## config.mk

```make
export PLATFORM = sky130hd
export DESIGN_NAME = adc_power_mode_control
export DESIGN_NICKNAME = d
export VERILOG_FILES = /design/src/rtl/adc_ctrl_pkg.sv /design/src/rtl/adc_power_mode_control.sv /design/src/rtl/conversion_sequencer.sv
export SDC_FILE = /design/constraint.sdc
export NUM_CORES = 1
export LEC_CHECK = 0
export BUFFER_PORTS_ARGS = -buffer_cell sky130_fd_sc_hd__buf_4
export CAP_MARGIN = 20
export CELL_PAD_IN_SITES_DETAIL_PLACEMENT = 0
export CELL_PAD_IN_SITES_GLOBAL_PLACEMENT = 2
export CORE_UTILIZATION = 42
export CTS_CLUSTER_SIZE = 14
export DETAILED_ROUTE_END_ITERATION = 16
export PLACE_DENSITY = 0.92
export SETUP_SLACK_MARGIN = 0.5
export SYNTH_ARGS = -nofsm -noshare
export SYNTH_HDL_FRONTEND = slang
export SYNTH_SLANG_ARGS = --single-unit
```

## constraint.sdc

```tcl
create_clock -name pclk -period 3 [get_ports pclk]
set_input_delay 0.9 -clock pclk [delete_from_list [all_inputs] [get_ports pclk]]
set_output_delay 0.9 -clock pclk [all_outputs]
set_load 0.05 [all_outputs]
```

## src/rtl/adc_ctrl_pkg.sv

```systemverilog
// Purpose: Shared constants and types for the converter power and mode control.
// Assumes: APB slave on pclk at 250 MHz, one aligned 32-bit word per register.
// Notes: Rules of the block follow, one to a line.
package adc_ctrl_pkg;

  // Register byte offsets
  localparam logic [7:0] OFS_CTRL_TWO = 8'h00;
  localparam logic [7:0] OFS_CTRL_THREE = 8'h04;
  localparam logic [7:0] OFS_SEQ_START = 8'h08;
  localparam logic [7:0] OFS_TEST = 8'h0C;
  localparam logic [7:0] OFS_STATUS = 8'h10;
  localparam logic [7:0] OFS_PORT = 8'h14;
  localparam logic [7:0] OFS_RESULT = 8'h20;
  localparam logic [7:0] OFS_RESULT_END = 8'h3C;

  // Field positions
  localparam int BIT_POWER_UP = 0;
  localparam int BIT_WAIT_HALT = 1;
  localparam int BIT_SOFT_RESET = 0;
  localparam int BIT_SCF = 8;
  localparam int POS_MODE = 9;
  localparam int SEQ_CFG_W = 6;
  localparam int RESULT_W = 10;
  localparam int NUM_CH = 8;

  // Reset values
  localparam logic [1:0] FRZ_RESET = 2'h0;
  localparam logic [SEQ_CFG_W-1:0] SEQ_CFG_RESET = 6'h00;

  // Freeze responses
  localparam logic [1:0] FRZ_AT_BOUNDARY = 2'h2;
  localparam logic [1:0] FRZ_IMMEDIATE = 2'h3;

  // Converter timing in module clocks
  localparam logic [4:0] SAMPLE_CYCLES = 5'h08;
  localparam logic [4:0] CONVERT_CYCLES = 5'h0C;

  typedef enum logic [1:0] {
    MODE_DOWN = 2'b00,
    MODE_IDLE = 2'b01,
    MODE_RUN = 2'b10,
    MODE_FROZEN = 2'b11
  } mode_t;

  typedef enum logic [1:0] {
    PH_IDLE = 2'b00,
    PH_SAMPLE = 2'b01,
    PH_CONVERT = 2'b10,
    PH_GAP = 2'b11
  } phase_t;

  typedef struct packed {
    logic psel;
    logic penable;
    logic pwrite;
    logic [7:0] paddr;
    logic [31:0] pwdata;
  } apb_req_t;

  typedef struct packed {
    logic pready;
    logic pslverr;
    logic [31:0] prdata;
  } apb_rsp_t;

  // Sequence config: [2:0] unused, sequences always start at slot 0, [4:3] length code, [5] continuous
  typedef struct packed {
    logic start;
    logic abort;
    logic hold_now;
    logic hold_boundary;
    logic [SEQ_CFG_W-1:0] cfg;
  } seq_ctl_t;

  typedef struct packed {
    logic busy;
    logic res_valid;
    logic [2:0] res_idx;
    logic seq_done;
    logic sample_clk_en;
    logic convert_clk_en;
  } seq_stat_t;

endpackage : adc_ctrl_pkg

```

## src/rtl/adc_power_mode_control.sv

```systemverilog
// Purpose: Power, wait, stop, freeze and reset control of the converter, APB side.
// Assumes: stop_req, wait_req, debug and port pins come from outside pclk.
// Notes: Each APB access answers with pready in the first access cycle.
`timescale 1ns/1ns
module adc_power_mode_control (
  input wire logic pclk,
  input wire logic presetn,
  input adc_ctrl_pkg::apb_req_t apb_req,
  output adc_ctrl_pkg::apb_rsp_t apb_rsp,
  input wire logic stop_req,
  input wire logic wait_req,
  input wire logic background_debug_active,
  input wire logic [7:0] analog_pin_input_port,
  input wire logic [adc_ctrl_pkg::RESULT_W-1:0] conv_data,
  output logic analog_bias_en,
  output logic digital_clk_en,
  output logic sample_clk_en,
  output logic convert_clk_en,
  output adc_ctrl_pkg::mode_t mode
);
  import adc_ctrl_pkg::*;

  typedef struct packed {
    apb_rsp_t rsp;
    logic power_up;
    logic wait_halt_en;
    logic [1:0] frz_sel;
    logic [SEQ_CFG_W-1:0] seq_cfg;
    logic [NUM_CH-1:0] ccf;
    logic scf;
    logic [NUM_CH-1:0][RESULT_W-1:0] result;
    logic [2:0] sync1;
    logic [2:0] sync2;
    logic [7:0] port1;
    logic [7:0] port2;
    logic bias_en;
    logic dig_en;
    mode_t mode;
  } ctrl_state_t;

  ctrl_state_t s_reg;
  ctrl_state_t s_next;
  seq_ctl_t seq_ctl;
  seq_stat_t seq_stat;

  // Synchronised pin levels, taken from the second stage only
  logic stop_s;
  logic wait_s;
  logic bdm_s;
  assign stop_s = s_reg.sync2[0];
  assign wait_s = s_reg.sync2[1];
  assign bdm_s = s_reg.sync2[2];

  // Power-down causes
  logic prog_pd;
  logic wait_pd;
  logic any_pd;
  assign prog_pd = !s_reg.power_up || stop_s;
  assign wait_pd = wait_s && s_reg.wait_halt_en;
  assign any_pd = prog_pd || wait_pd;

  // Bus phases
  logic setup_ph;
  logic access_done;
  logic wr_done;
  assign setup_ph = apb_req.psel && !apb_req.penable && !s_reg.rsp.pready;
  assign access_done = apb_req.psel && apb_req.penable && s_reg.rsp.pready;
  assign wr_done = access_done && apb_req.pwrite && !s_reg.rsp.pslverr;

  // True when a finished write hits the given offset
  function automatic logic wr_hit(input logic done, input logic [7:0] addr,
                                  input logic [7:0] ofs);
    wr_hit = done && (addr == ofs);
  endfunction : wr_hit

  // Known offsets
  function automatic logic is_mapped(input logic [7:0] addr);
    is_mapped = (addr == OFS_CTRL_TWO) || (addr == OFS_CTRL_THREE) ||
                (addr == OFS_SEQ_START) || (addr == OFS_TEST) ||
                (addr == OFS_STATUS) || (addr == OFS_PORT) ||
                ((addr >= OFS_RESULT) && (addr <= OFS_RESULT_END) &&
                 (addr[1:0] == 2'b00));
  endfunction : is_mapped

  logic soft_rst;
  logic seq_wr;
  assign soft_rst = wr_hit(wr_done, apb_req.paddr, OFS_TEST) &&
                    apb_req.pwdata[BIT_SOFT_RESET];
  assign seq_wr = wr_hit(wr_done, apb_req.paddr, OFS_SEQ_START);

  // Sequencer steering: program and stop power down abort, wait only holds
  always_comb begin
    seq_ctl.cfg = seq_wr ? apb_req.pwdata[SEQ_CFG_W-1:0] : s_reg.seq_cfg;
    seq_ctl.abort = prog_pd || soft_rst;
    seq_ctl.start = seq_wr && !prog_pd;
    seq_ctl.hold_now = wait_pd || (bdm_s && s_reg.frz_sel == FRZ_IMMEDIATE);
    seq_ctl.hold_boundary = bdm_s && (s_reg.frz_sel == FRZ_AT_BOUNDARY);
  end

  conversion_sequencer u_seq (
    .pclk(pclk),
    .presetn(presetn),
    .ctl(seq_ctl),
    .stat(seq_stat)
  );

  // Result slot addressed by the bus
  logic [2:0] res_sel;
  assign res_sel = apb_req.paddr[4:2];

  // Read value of the addressed register
  logic [31:0] rd_val;
  always_comb begin
    rd_val = 32'h0000_0000;
    if (apb_req.paddr == OFS_CTRL_TWO) begin
      rd_val[BIT_POWER_UP] = s_reg.power_up;
      rd_val[BIT_WAIT_HALT] = s_reg.wait_halt_en;
    end else if (apb_req.paddr == OFS_CTRL_THREE) begin
      rd_val[1:0] = s_reg.frz_sel;
    end else if (apb_req.paddr == OFS_SEQ_START) begin
      rd_val[SEQ_CFG_W-1:0] = s_reg.seq_cfg;
    end else if (apb_req.paddr == OFS_STATUS) begin
      rd_val[NUM_CH-1:0] = s_reg.ccf;
      rd_val[BIT_SCF] = s_reg.scf;
      rd_val[POS_MODE+1:POS_MODE] = s_reg.mode;
    end else if (apb_req.paddr == OFS_PORT) begin
      rd_val[7:0] = s_reg.port2;
    end else if (apb_req.paddr >= OFS_RESULT) begin
      rd_val[RESULT_W-1:0] = s_reg.result[res_sel];
    end
  end

  // Next state of the whole control block
  always_comb begin
    s_next = s_reg;

    // Two-stage pin synchronisers
    s_next.sync1 = {background_debug_active, wait_req, stop_req};
    s_next.sync2 = s_reg.sync1;
    s_next.port1 = analog_pin_input_port;
    s_next.port2 = s_reg.port1;

    // Bus answer prepared in the setup cycle, released after the access
    if (setup_ph) begin
      s_next.rsp.pready = 1'b1;
      if (wait_pd) begin
        // Whole register file is shut off during wait power down
        s_next.rsp.pslverr = 1'b1;
        s_next.rsp.prdata = 32'h0000_0000;
      end else begin
        // Program and stop power down, idle, run and freeze all keep full access
        s_next.rsp.pslverr = !is_mapped(apb_req.paddr);
        // Unmapped words read zero, not a result slot that aliases them
        s_next.rsp.prdata = (apb_req.pwrite || !is_mapped(apb_req.paddr)) ? 32'h0000_0000 : rd_val;
      end
    end else if (access_done) begin
      s_next.rsp.pready = 1'b0;
      s_next.rsp.pslverr = 1'b0;
    end

    // Control writes; power-up only changes the bit, nothing else
    if (wr_hit(wr_done, apb_req.paddr, OFS_CTRL_TWO)) begin
      s_next.power_up = apb_req.pwdata[BIT_POWER_UP];
      s_next.wait_halt_en = apb_req.pwdata[BIT_WAIT_HALT];
    end
    if (wr_hit(wr_done, apb_req.paddr, OFS_CTRL_THREE)) begin
      s_next.frz_sel = apb_req.pwdata[1:0];
    end
    if (seq_wr) begin
      s_next.seq_cfg = apb_req.pwdata[SEQ_CFG_W-1:0];
    end

    // Status flags: write one to clear, a finishing conversion wins
    if (wr_hit(wr_done, apb_req.paddr, OFS_STATUS)) begin
      s_next.ccf = s_reg.ccf & ~apb_req.pwdata[NUM_CH-1:0];
      s_next.scf = s_reg.scf && !apb_req.pwdata[BIT_SCF];
    end
    if (seq_wr) begin
      s_next.ccf = '0;
      s_next.scf = 1'b0;
    end
    if (seq_stat.res_valid) begin
      s_next.ccf[seq_stat.res_idx] = 1'b1;
      s_next.result[seq_stat.res_idx] = conv_data;
    end
    if (seq_stat.seq_done) begin
      s_next.scf = 1'b1;
    end

    // Soft module reset: initialise control, test and status, keep power-up
    if (soft_rst) begin
      s_next.wait_halt_en = 1'b0;
      s_next.frz_sel = FRZ_RESET;
      s_next.seq_cfg = SEQ_CFG_RESET;
      s_next.ccf = '0;
      s_next.scf = 1'b0;
      s_next.power_up = s_reg.power_up;
    end

    // Analog bias follows the power-down decision; digital clocks also stop on an immediate freeze
    s_next.bias_en = !any_pd;
    s_next.dig_en = !any_pd && !seq_ctl.hold_now;

    // Reported mode; a freeze shows frozen while debug is active, even after the sequence drained
    if (any_pd) begin
      s_next.mode = MODE_DOWN;
    end else if (bdm_s && s_reg.frz_sel[1]) begin
      s_next.mode = MODE_FROZEN;
    end else if (seq_stat.busy || seq_ctl.start) begin
      // A start shows run at once, so stage clocks never run under idle
      s_next.mode = MODE_RUN;
    end else begin
      s_next.mode = MODE_IDLE;
    end
  end

  // State register; power-up clears so the block starts powered down
  always_ff @(posedge pclk or negedge presetn) begin
    if (!presetn) begin
      s_reg <= '0;
    end else begin
      s_reg <= s_next;
    end
  end

  // Outputs straight from flip-flops
  assign apb_rsp = s_reg.rsp;
  assign analog_bias_en = s_reg.bias_en;
  assign digital_clk_en = s_reg.dig_en;
  assign sample_clk_en = seq_stat.sample_clk_en;
  assign convert_clk_en = seq_stat.convert_clk_en;
  assign mode = s_reg.mode;

endmodule : adc_power_mode_control

```

## src/rtl/conversion_sequencer.sv

```systemverilog
// Purpose: Steps sample and convert phases through a conversion sequence.
// Assumes: Controls arrive on pclk; hold freezes the timing position.
// Notes: Clock enables are registered so the stage gates stay glitch free.
`timescale 1ns/1ns
module conversion_sequencer (
  input wire logic pclk,
  input wire logic presetn,
  input adc_ctrl_pkg::seq_ctl_t ctl,
  output adc_ctrl_pkg::seq_stat_t stat
);
  import adc_ctrl_pkg::*;

  typedef struct packed {
    phase_t phase;
    logic [4:0] cnt;
    logic [2:0] idx;
    seq_stat_t stat;
  } seq_state_t;

  seq_state_t s_reg;
  seq_state_t s_next;

  // Index of the last conversion for a length code
  function automatic logic [2:0] last_idx(input logic [1:0] code);
    last_idx = code[1] ? 3'h7 : (code[0] ? 3'h3 : 3'h0);
  endfunction : last_idx

  // Next state of the sequence walker
  always_comb begin
    s_next = s_reg;
    s_next.stat.res_valid = 1'b0;
    s_next.stat.seq_done = 1'b0;
    if (ctl.abort) begin
      s_next.phase = PH_IDLE;
    end else if (ctl.start) begin
      s_next.phase = PH_SAMPLE;
      s_next.cnt = 5'h00;
      s_next.idx = 3'h0;
    end else if (!ctl.hold_now) begin
      case (s_reg.phase)
        PH_SAMPLE: begin
          s_next.cnt = s_reg.cnt + 5'h01;
          if (s_reg.cnt == SAMPLE_CYCLES - 5'h01) begin
            s_next.phase = PH_CONVERT;
            s_next.cnt = 5'h00;
          end
        end
        PH_CONVERT: begin
          s_next.cnt = s_reg.cnt + 5'h01;
          if (s_reg.cnt == CONVERT_CYCLES - 5'h01) begin
            s_next.stat.res_valid = 1'b1;
            s_next.stat.res_idx = s_reg.idx;
            s_next.cnt = 5'h00;
            s_next.phase = PH_GAP;
            s_next.idx = s_reg.idx + 3'h1;
            if (s_reg.idx == last_idx(ctl.cfg[4:3])) begin
              s_next.stat.seq_done = 1'b1;
              s_next.idx = 3'h0;
              if (!ctl.cfg[5]) begin
                s_next.phase = PH_IDLE;
              end
            end
          end
        end
        PH_GAP: begin
          // Boundary freeze waits here, before the next sample period
          if (!ctl.hold_boundary) begin
            s_next.phase = PH_SAMPLE;
          end
        end
        default: begin
          s_next.phase = PH_IDLE;
        end
      endcase
    end
    s_next.stat.busy = (s_next.phase != PH_IDLE);
    s_next.stat.sample_clk_en = (s_next.phase == PH_SAMPLE) && !ctl.hold_now;
    s_next.stat.convert_clk_en = (s_next.phase == PH_CONVERT) && !ctl.hold_now;
  end

  // State register
  always_ff @(posedge pclk or negedge presetn) begin
    if (!presetn) begin
      s_reg <= '0;
    end else begin
      s_reg <= s_next;
    end
  end

  assign stat = s_reg.stat;

endmodule : conversion_sequencer

```

### After elaboration in Yosys (flattened, before gate mapping)

Cells that the tools add are included.
Widths: inputs -> output; s select.

* $add $sub $neg: 2
* multiply operators: 0
* div/mod/pow operators: 0
* order comparisons: 5
* eq/ne operators: 16
* shifts and indexed selects: 0
* muxes and demuxes: 53
* bitwise gates (word level): 7
* reduce and logical (&&, ||, !) cells: 60

Operators by type and width (count)
* $bwmux 80: 1
* $mux 10: 7
* $mux 9: 4
* $mux 33: 1
* $bmux 10 s3: 1
* $demux 10 s3: 1
* $mux 5: 6
* $mux 2: 14
* $logic_and 1x1->1: 24
* $mux 18: 1
* $eq 8x4->1 const B: 2
* $eq 8x5->1 const B: 2
* $mux 8: 2
* $reduce_bool 2->1: 7
* $logic_or 1x1->1: 12
* $mux 6: 2
* $mux 11: 1
* $eq 2x2->1 const B: 5
* $pmux 5 s2: 1
* $logic_not 1->1: 9
* $mux 3: 3
* $and 8x8->8: 1
* $eq 8x3->1 const B: 1
* $ge 8x6->1 const B: 1
* other kinds (25): 34

* register bits: 177
* latch bits: 0
* RAM bits: 0
* ROM bits: 0
* input port bits: 66
* output and inout port bits: 40
* word-level logic and storage cells: 177
* memories: 0

### Longest topological paths before layout

* depth in word-level cells: 17
* depth in mapped cells: 9
* depth with buffers taken out: 8

### By module

Synthesis repeated with hierarchy kept, for this count alone.

* cells, all modules: 598
* area, all modules: 7437.1 µm²

By module, submodules not included
* adc_power_mode_control: instances 1, cells an instance 493, area an instance 6411.1 µm², seq. area each 3453.3 µm²
* conversion_sequencer: instances 1, cells an instance 105, area an instance 1026.0 µm², seq. area each 450.4 µm²

### Worst setup path after synthesis

OpenSTA, ideal clock, no wires.

* kind: input to register
* from: input apb_req[34] (netlist bit)
* to: register s_reg, in the netlist apb_rsp[6]
* library setup time: 0.121 ns
* arrival: 2.426 ns
* required time: 2.879 ns
* setup slack: 0.453 ns
* stages: 6
* path buffers: 2
* path through: buf_2 buf_2 mux4_2 mux2i_1 o22ai_1 a22o_1

* cells in the longest elaborated chain, start to end: 11
* elaborated cells between the ends (all ways): 28
* those cells by class: order compare (2); eq/ne (5); mux (10); reduce/logical (11)

Ends and longest elaborated chain
* start, declared: line adc_power_mode_control.sv:8 `input adc_ctrl_pkg::apb_req_t apb_req,`
* parallel branches: the longest is 9 deep, another holds $ge 8x6->1
* $mux 11 (*): line adc_power_mode_control.sv:154 `s_next.rsp.prdata = (apb_req.pwrite || !is_mapped(apb_req.paddr)) ? 32'h0000_0000 : rd_val;`
* $mux 33 (*): line adc_power_mode_control.sv:146 `if (wait_pd) begin`
* end signal, assigned: line adc_power_mode_control.sv:222 `s_reg <= s_next;`
* end, declared: line adc_power_mode_control.sv:41 `ctrl_state_t s_reg;`

Every way passes the cells marked *. The select of a mux whose other input is x is not followed.
A chain may end at the register's enable or synchronous reset.

### Final worst setup path

* from: input apb_req[37] (netlist bit)
* to: register s_reg[106] (netlist bit)

* cells in the longest elaborated chain, start to end: 5
* elaborated cells between the ends (all ways): 11
* those cells by class: eq/ne (3); mux (3); reduce/logical (5)

Ends and longest elaborated chain
* $eq 8x4->1: line adc_power_mode_control.sv:73 `wr_hit = done && (addr == ofs);`
* $logic_and 1x1->1: line adc_power_mode_control.sv:73
* $mux 9: line adc_power_mode_control.sv:178 `if (seq_wr) begin`
* $mux 1: line adc_power_mode_control.sv:186 `if (seq_stat.seq_done) begin`
* $mux 18: line adc_power_mode_control.sv:191 `if (soft_rst) begin`

Several ways; a longest one is shown, not always the timed one.

==> run_results.csv <==
group,metric,value,unit
logic_synthesis,synth.avg_cell_area,12.8,um^2
finish,areaGrowthSynthToFinish,15.7,%
finish,num-nets-final,692,
place,dp.cells,825,
timing,finalWorstPathRequiredPeriod,2.41,ns
hold_path,launch_point_of_the_worst_hold_path,"s_next[4]$_DFF_PN0_",
die,overall_die_area,17800,um^2
pwr,switching_power,0.00118,W
timing,finalHoldViolations,0,
timing,finClkSkew,0.0106,ns
pwr,netSwitchingFraction,25.7,%
timing,finalSetupTns,0,ns
routing,num_vias,4666,
critical_path,regToRegEndpoint,"u_seq.s_reg[10]$_DFFE_PN0P_",
pwr,vdd_drop_max,361,uV
logic_synthesis,postSynthRegisterBits,156,
job,max_cap_violations,0,
global_routing,globalRouteOverflowTotal,0,
logic_synthesis,synth_fa_ha_area_share,0.344,%
finish,finish.cell_count_without_fillers,857,
hold_path,hold_worst_path_end,"s_reg[4]$_DFF_PN0_",
routing,average_vias_per_placed_instance,5.44,
critical_path,critPathMaxFanout,9,
finish,leading_cell_type_in_the_layout_fill_and_taps_excluded,"dfrtp_1",
finish,mostFrequentLayoutCells,"156 x dfrtp_1, 87 x mux2_2, 76 x buf_4",
timing,timing.final.max_slew_violations,0,
critical_path,worst-r2r-cell-count,6,
finish,post_route_cells_drive_above_1_share,36.7,%
clocking,ctsLongestPathBuffers,2,
die,start_util,43.4,%
logic_synthesis,synth-simple-area-share,10.6,%
clocking,cts_tree,"yes",
routing,routed_wirelength,16.6,mm
logic_synthesis,edff_count_synth,0,
pwr,pwr-share-clk,44.0,%
critical_path,worst_ep_required_time,3.31,ns
critical_path,r2r-start,"apb_rsp[32]$_DFFE_PN0P_",
finish,n_diodes,0,
routing,detail_route.wl_per_cell,19.3,um
routing,postRouteAntennaNets,0,
clocking,clk_pin_slew,0.07,ns
timing,rsz0062_at_grt,"no",
logic_synthesis,post-synth-top-area-cell,"dfrtp_1",
global_routing,grt_start_max_net_pins,57,
timing,max-slew-margin-rel,42.1,%
global_routing,antenna_found_initial,0,
critical_path,timing.critical_path.arrival,2.72,ns
pwr,comb_power_share,8.2,%
die,floorplan.io_pins,106,
clocking,post_cts.repair.setup_buffers,0,
timing,fmax,414,MHz
timing,setup-violations-final,0,
logic_synthesis,synth.lib_cells_used.distinct,55,
logic_synthesis,multiplexer_fraction_of_the_synthesized_cell_area,22.7,%
die,dieWidth,134,um
die,fp.coreArea,16800,um^2
global_routing,grt_use_total,20.2,%
logic_synthesis,netlist_area,7270,um^2
timing,worst_slack,0.587,ns
pwr,seq_power_share,47.8,%
critical_path,startpoint_type,"input port",
hold_path,worstHoldPathCells,0,
logic_synthesis,synth_seq_area_share,53.7,%
logic_synthesis,synth-compound-area-share,6.52,%
global_routing,grt_pass1_wl,27.0,mm
logic_synthesis,yosysWarnings,0,
routing,count_of_unresolved_drc_violations_after_routing,0,
run_status,run_status,"finished, final reports clean",
clocking,clk-insertion-delay-late,0.43,ns
logic_synthesis,ys_async_sr_fraction,100,%
finish,layout.filler_cells,1456,
die,rows,47,
routing,detailedRoute.firstPassIterationCount,7,
logic_synthesis,synth_xor_xnor_area_share,0.120,%
critical_path,setup.worst_path.end_class,"flip-flop",
finish,largest_register_ff_count,109,
logic_synthesis,synth_top_area_share,53.7,%
routing,drtIter0Drc,292,
logic_synthesis,post_synthesis_instance_total,567,
timing,final_min_period_over_clock_period,80.4,%
critical_path,setup.worst_path.class,"input port to flip-flop",
place,placement.setup.worst_slack,0.157,ns
global_routing,vias_in_the_first_global_route,4846,
clocking,tritoncts.num_buffers,17,
clocking,cts.sinks,156,
place,hpwl,11.3,mm
pwr,cellLeakagePower,3.81,nW
place,buffer_ports.inserted,61,
pwr,cellInternalPower,0.00341,W
die,die_h,134,um
clocking,cts_root_buffer,"clkbuf_16",
clocking,clock_tree.htree_level_count,4,
logic_synthesis,synth-main-ff-cell,"dfrtp_1",
place,place_congestion,0.838,
critical_path,worst_case_register_to_register_setup_slack,0.84,ns
logic_synthesis,ys_top_cells_by_area,"dfrtp_1 54%, mux2_2 13%, mux4_2 6.2%, buf_4 3.8%, mux2i_1 3.0%",
pwr,power_density,545,nW/um^2
logic_synthesis,synth_top_family_by_area,"multiplexers",
hold_path,hold_path.class,"flip-flop to flip-flop",
timing,worstMarginPinSlew,0.865,ns
## through the flow
stage | hold WS [ns] | area, um^2 | utilization [%] | power [W]
2_1_floorplan | 0.331 | 7350 | - | 0.00247
3_3_place_gp | 0.336 | 7860 | 46.9 | 0.00260
3_5_place_dp | 0.336 | 7860 | 46.9 | 0.00261
4_1_cts | 0.344 | 8410 | 50.2 | 0.00463
5_1_grt | 0.356 | 8420 | 50.2 | 0.00477
6_report | 0.340 | 8420 | 50.2 | 0.00459
## power by group through the flow
stage,combinational [W],clock [W],sequential (W)
final,0.000376,0.00202,0.00220
after global routing,0.000406,0.00216,0.00220
after CTS,0.000381,0.00206,0.00219
after detailed placement,0.000379,0,0.00223
after global placement,0.000371,0,0.00223
after floorplan,0.000249,0,0.00222
## Yosys cell counts (4+ instances only)
master and n:
clkbuf_1 11, nor2_1 26, mux2i_1 22, nor3b_1 4
nand3_1 15, dfrtp_1 156, nor3_1 6, a22o_1 12
nor2b_1 6, buf_4 37, nand2_1 39, buf_2 9
nand2b_1 9, inv_1 7, a31oi_1 7, nor3_2 4
mux2_2 87, a21oi_1 17, o21ai_0 16, or3_1 4
mux4_2 20
## cells by family (layout without fill, tap and decap cells)
family,Yosys count,after routing
buf+inv,70,120
simple gates,137,137
compound gates,71,71
xor+xnor,1,1
mux,129,129
fa+ha+maj,2,2
flops,156,156
other cells,1,21
## metal layers
metal / up-vias / wire length [um] / track usage (%)
met3: 26 / 734 / 4.79
met4: 0 / 363 / 6.82
met1: 2408 / 7210 / 26.7
met5: - / 0 / 0
li1: 2116 / - / -
met2: 116 / 8260 / 32.8
## critical path: stages
cell and delay, ns:
buf_4 0.13, or3_4 0.41, or4_4 0.58, nor3_4 0.38
nand2_1 0.10, a31oi_1 0.17, nor2_1 0.06
## timing repair
| item | CTS | global route |
|---|---|---|
| hold endpoints to repair | 0 | 0 |
| hold buffers | 0 | 0 |
| endpoints found under the setup margin | 0 | 1 |
| gates resized for setup | 0 | 2 |
## cell type report
class | instances | area [um^2] | share of cell area (%)
clock buffer | 20 | 447 | 5.31
tap | 220 | 275 | 3.27
clock inverter | 12 | 105 | 1.25
timing repair buffer | 80 | 642 | 7.63
inverter | 8 | 30.0 | 0.357
sequential | 156 | 3900 | 46.4
multi-input combinational | 361 | 3010 | 35.8
## worst max-delay path by stage
stage / start / to / depth (start not counted)
detailed placement: apb_req[37] / s_reg[106]$_DFFE_PN0P_ / 7
finish: apb_req[37] / s_reg[106]$_DFFE_PN0P_ / 7
global placement: apb_req[37] / s_reg[106]$_DFFE_PN0P_ / 7
CTS: apb_req[37] / s_reg[106]$_DFFE_PN0P_ / 7
floorplan: apb_req[37] / s_reg[106]$_DFFE_PN0P_ / 7
global route: apb_req[37] / s_reg[114]$_DFF_PN0_ / 7
Power figures use the tool's default switching activity.
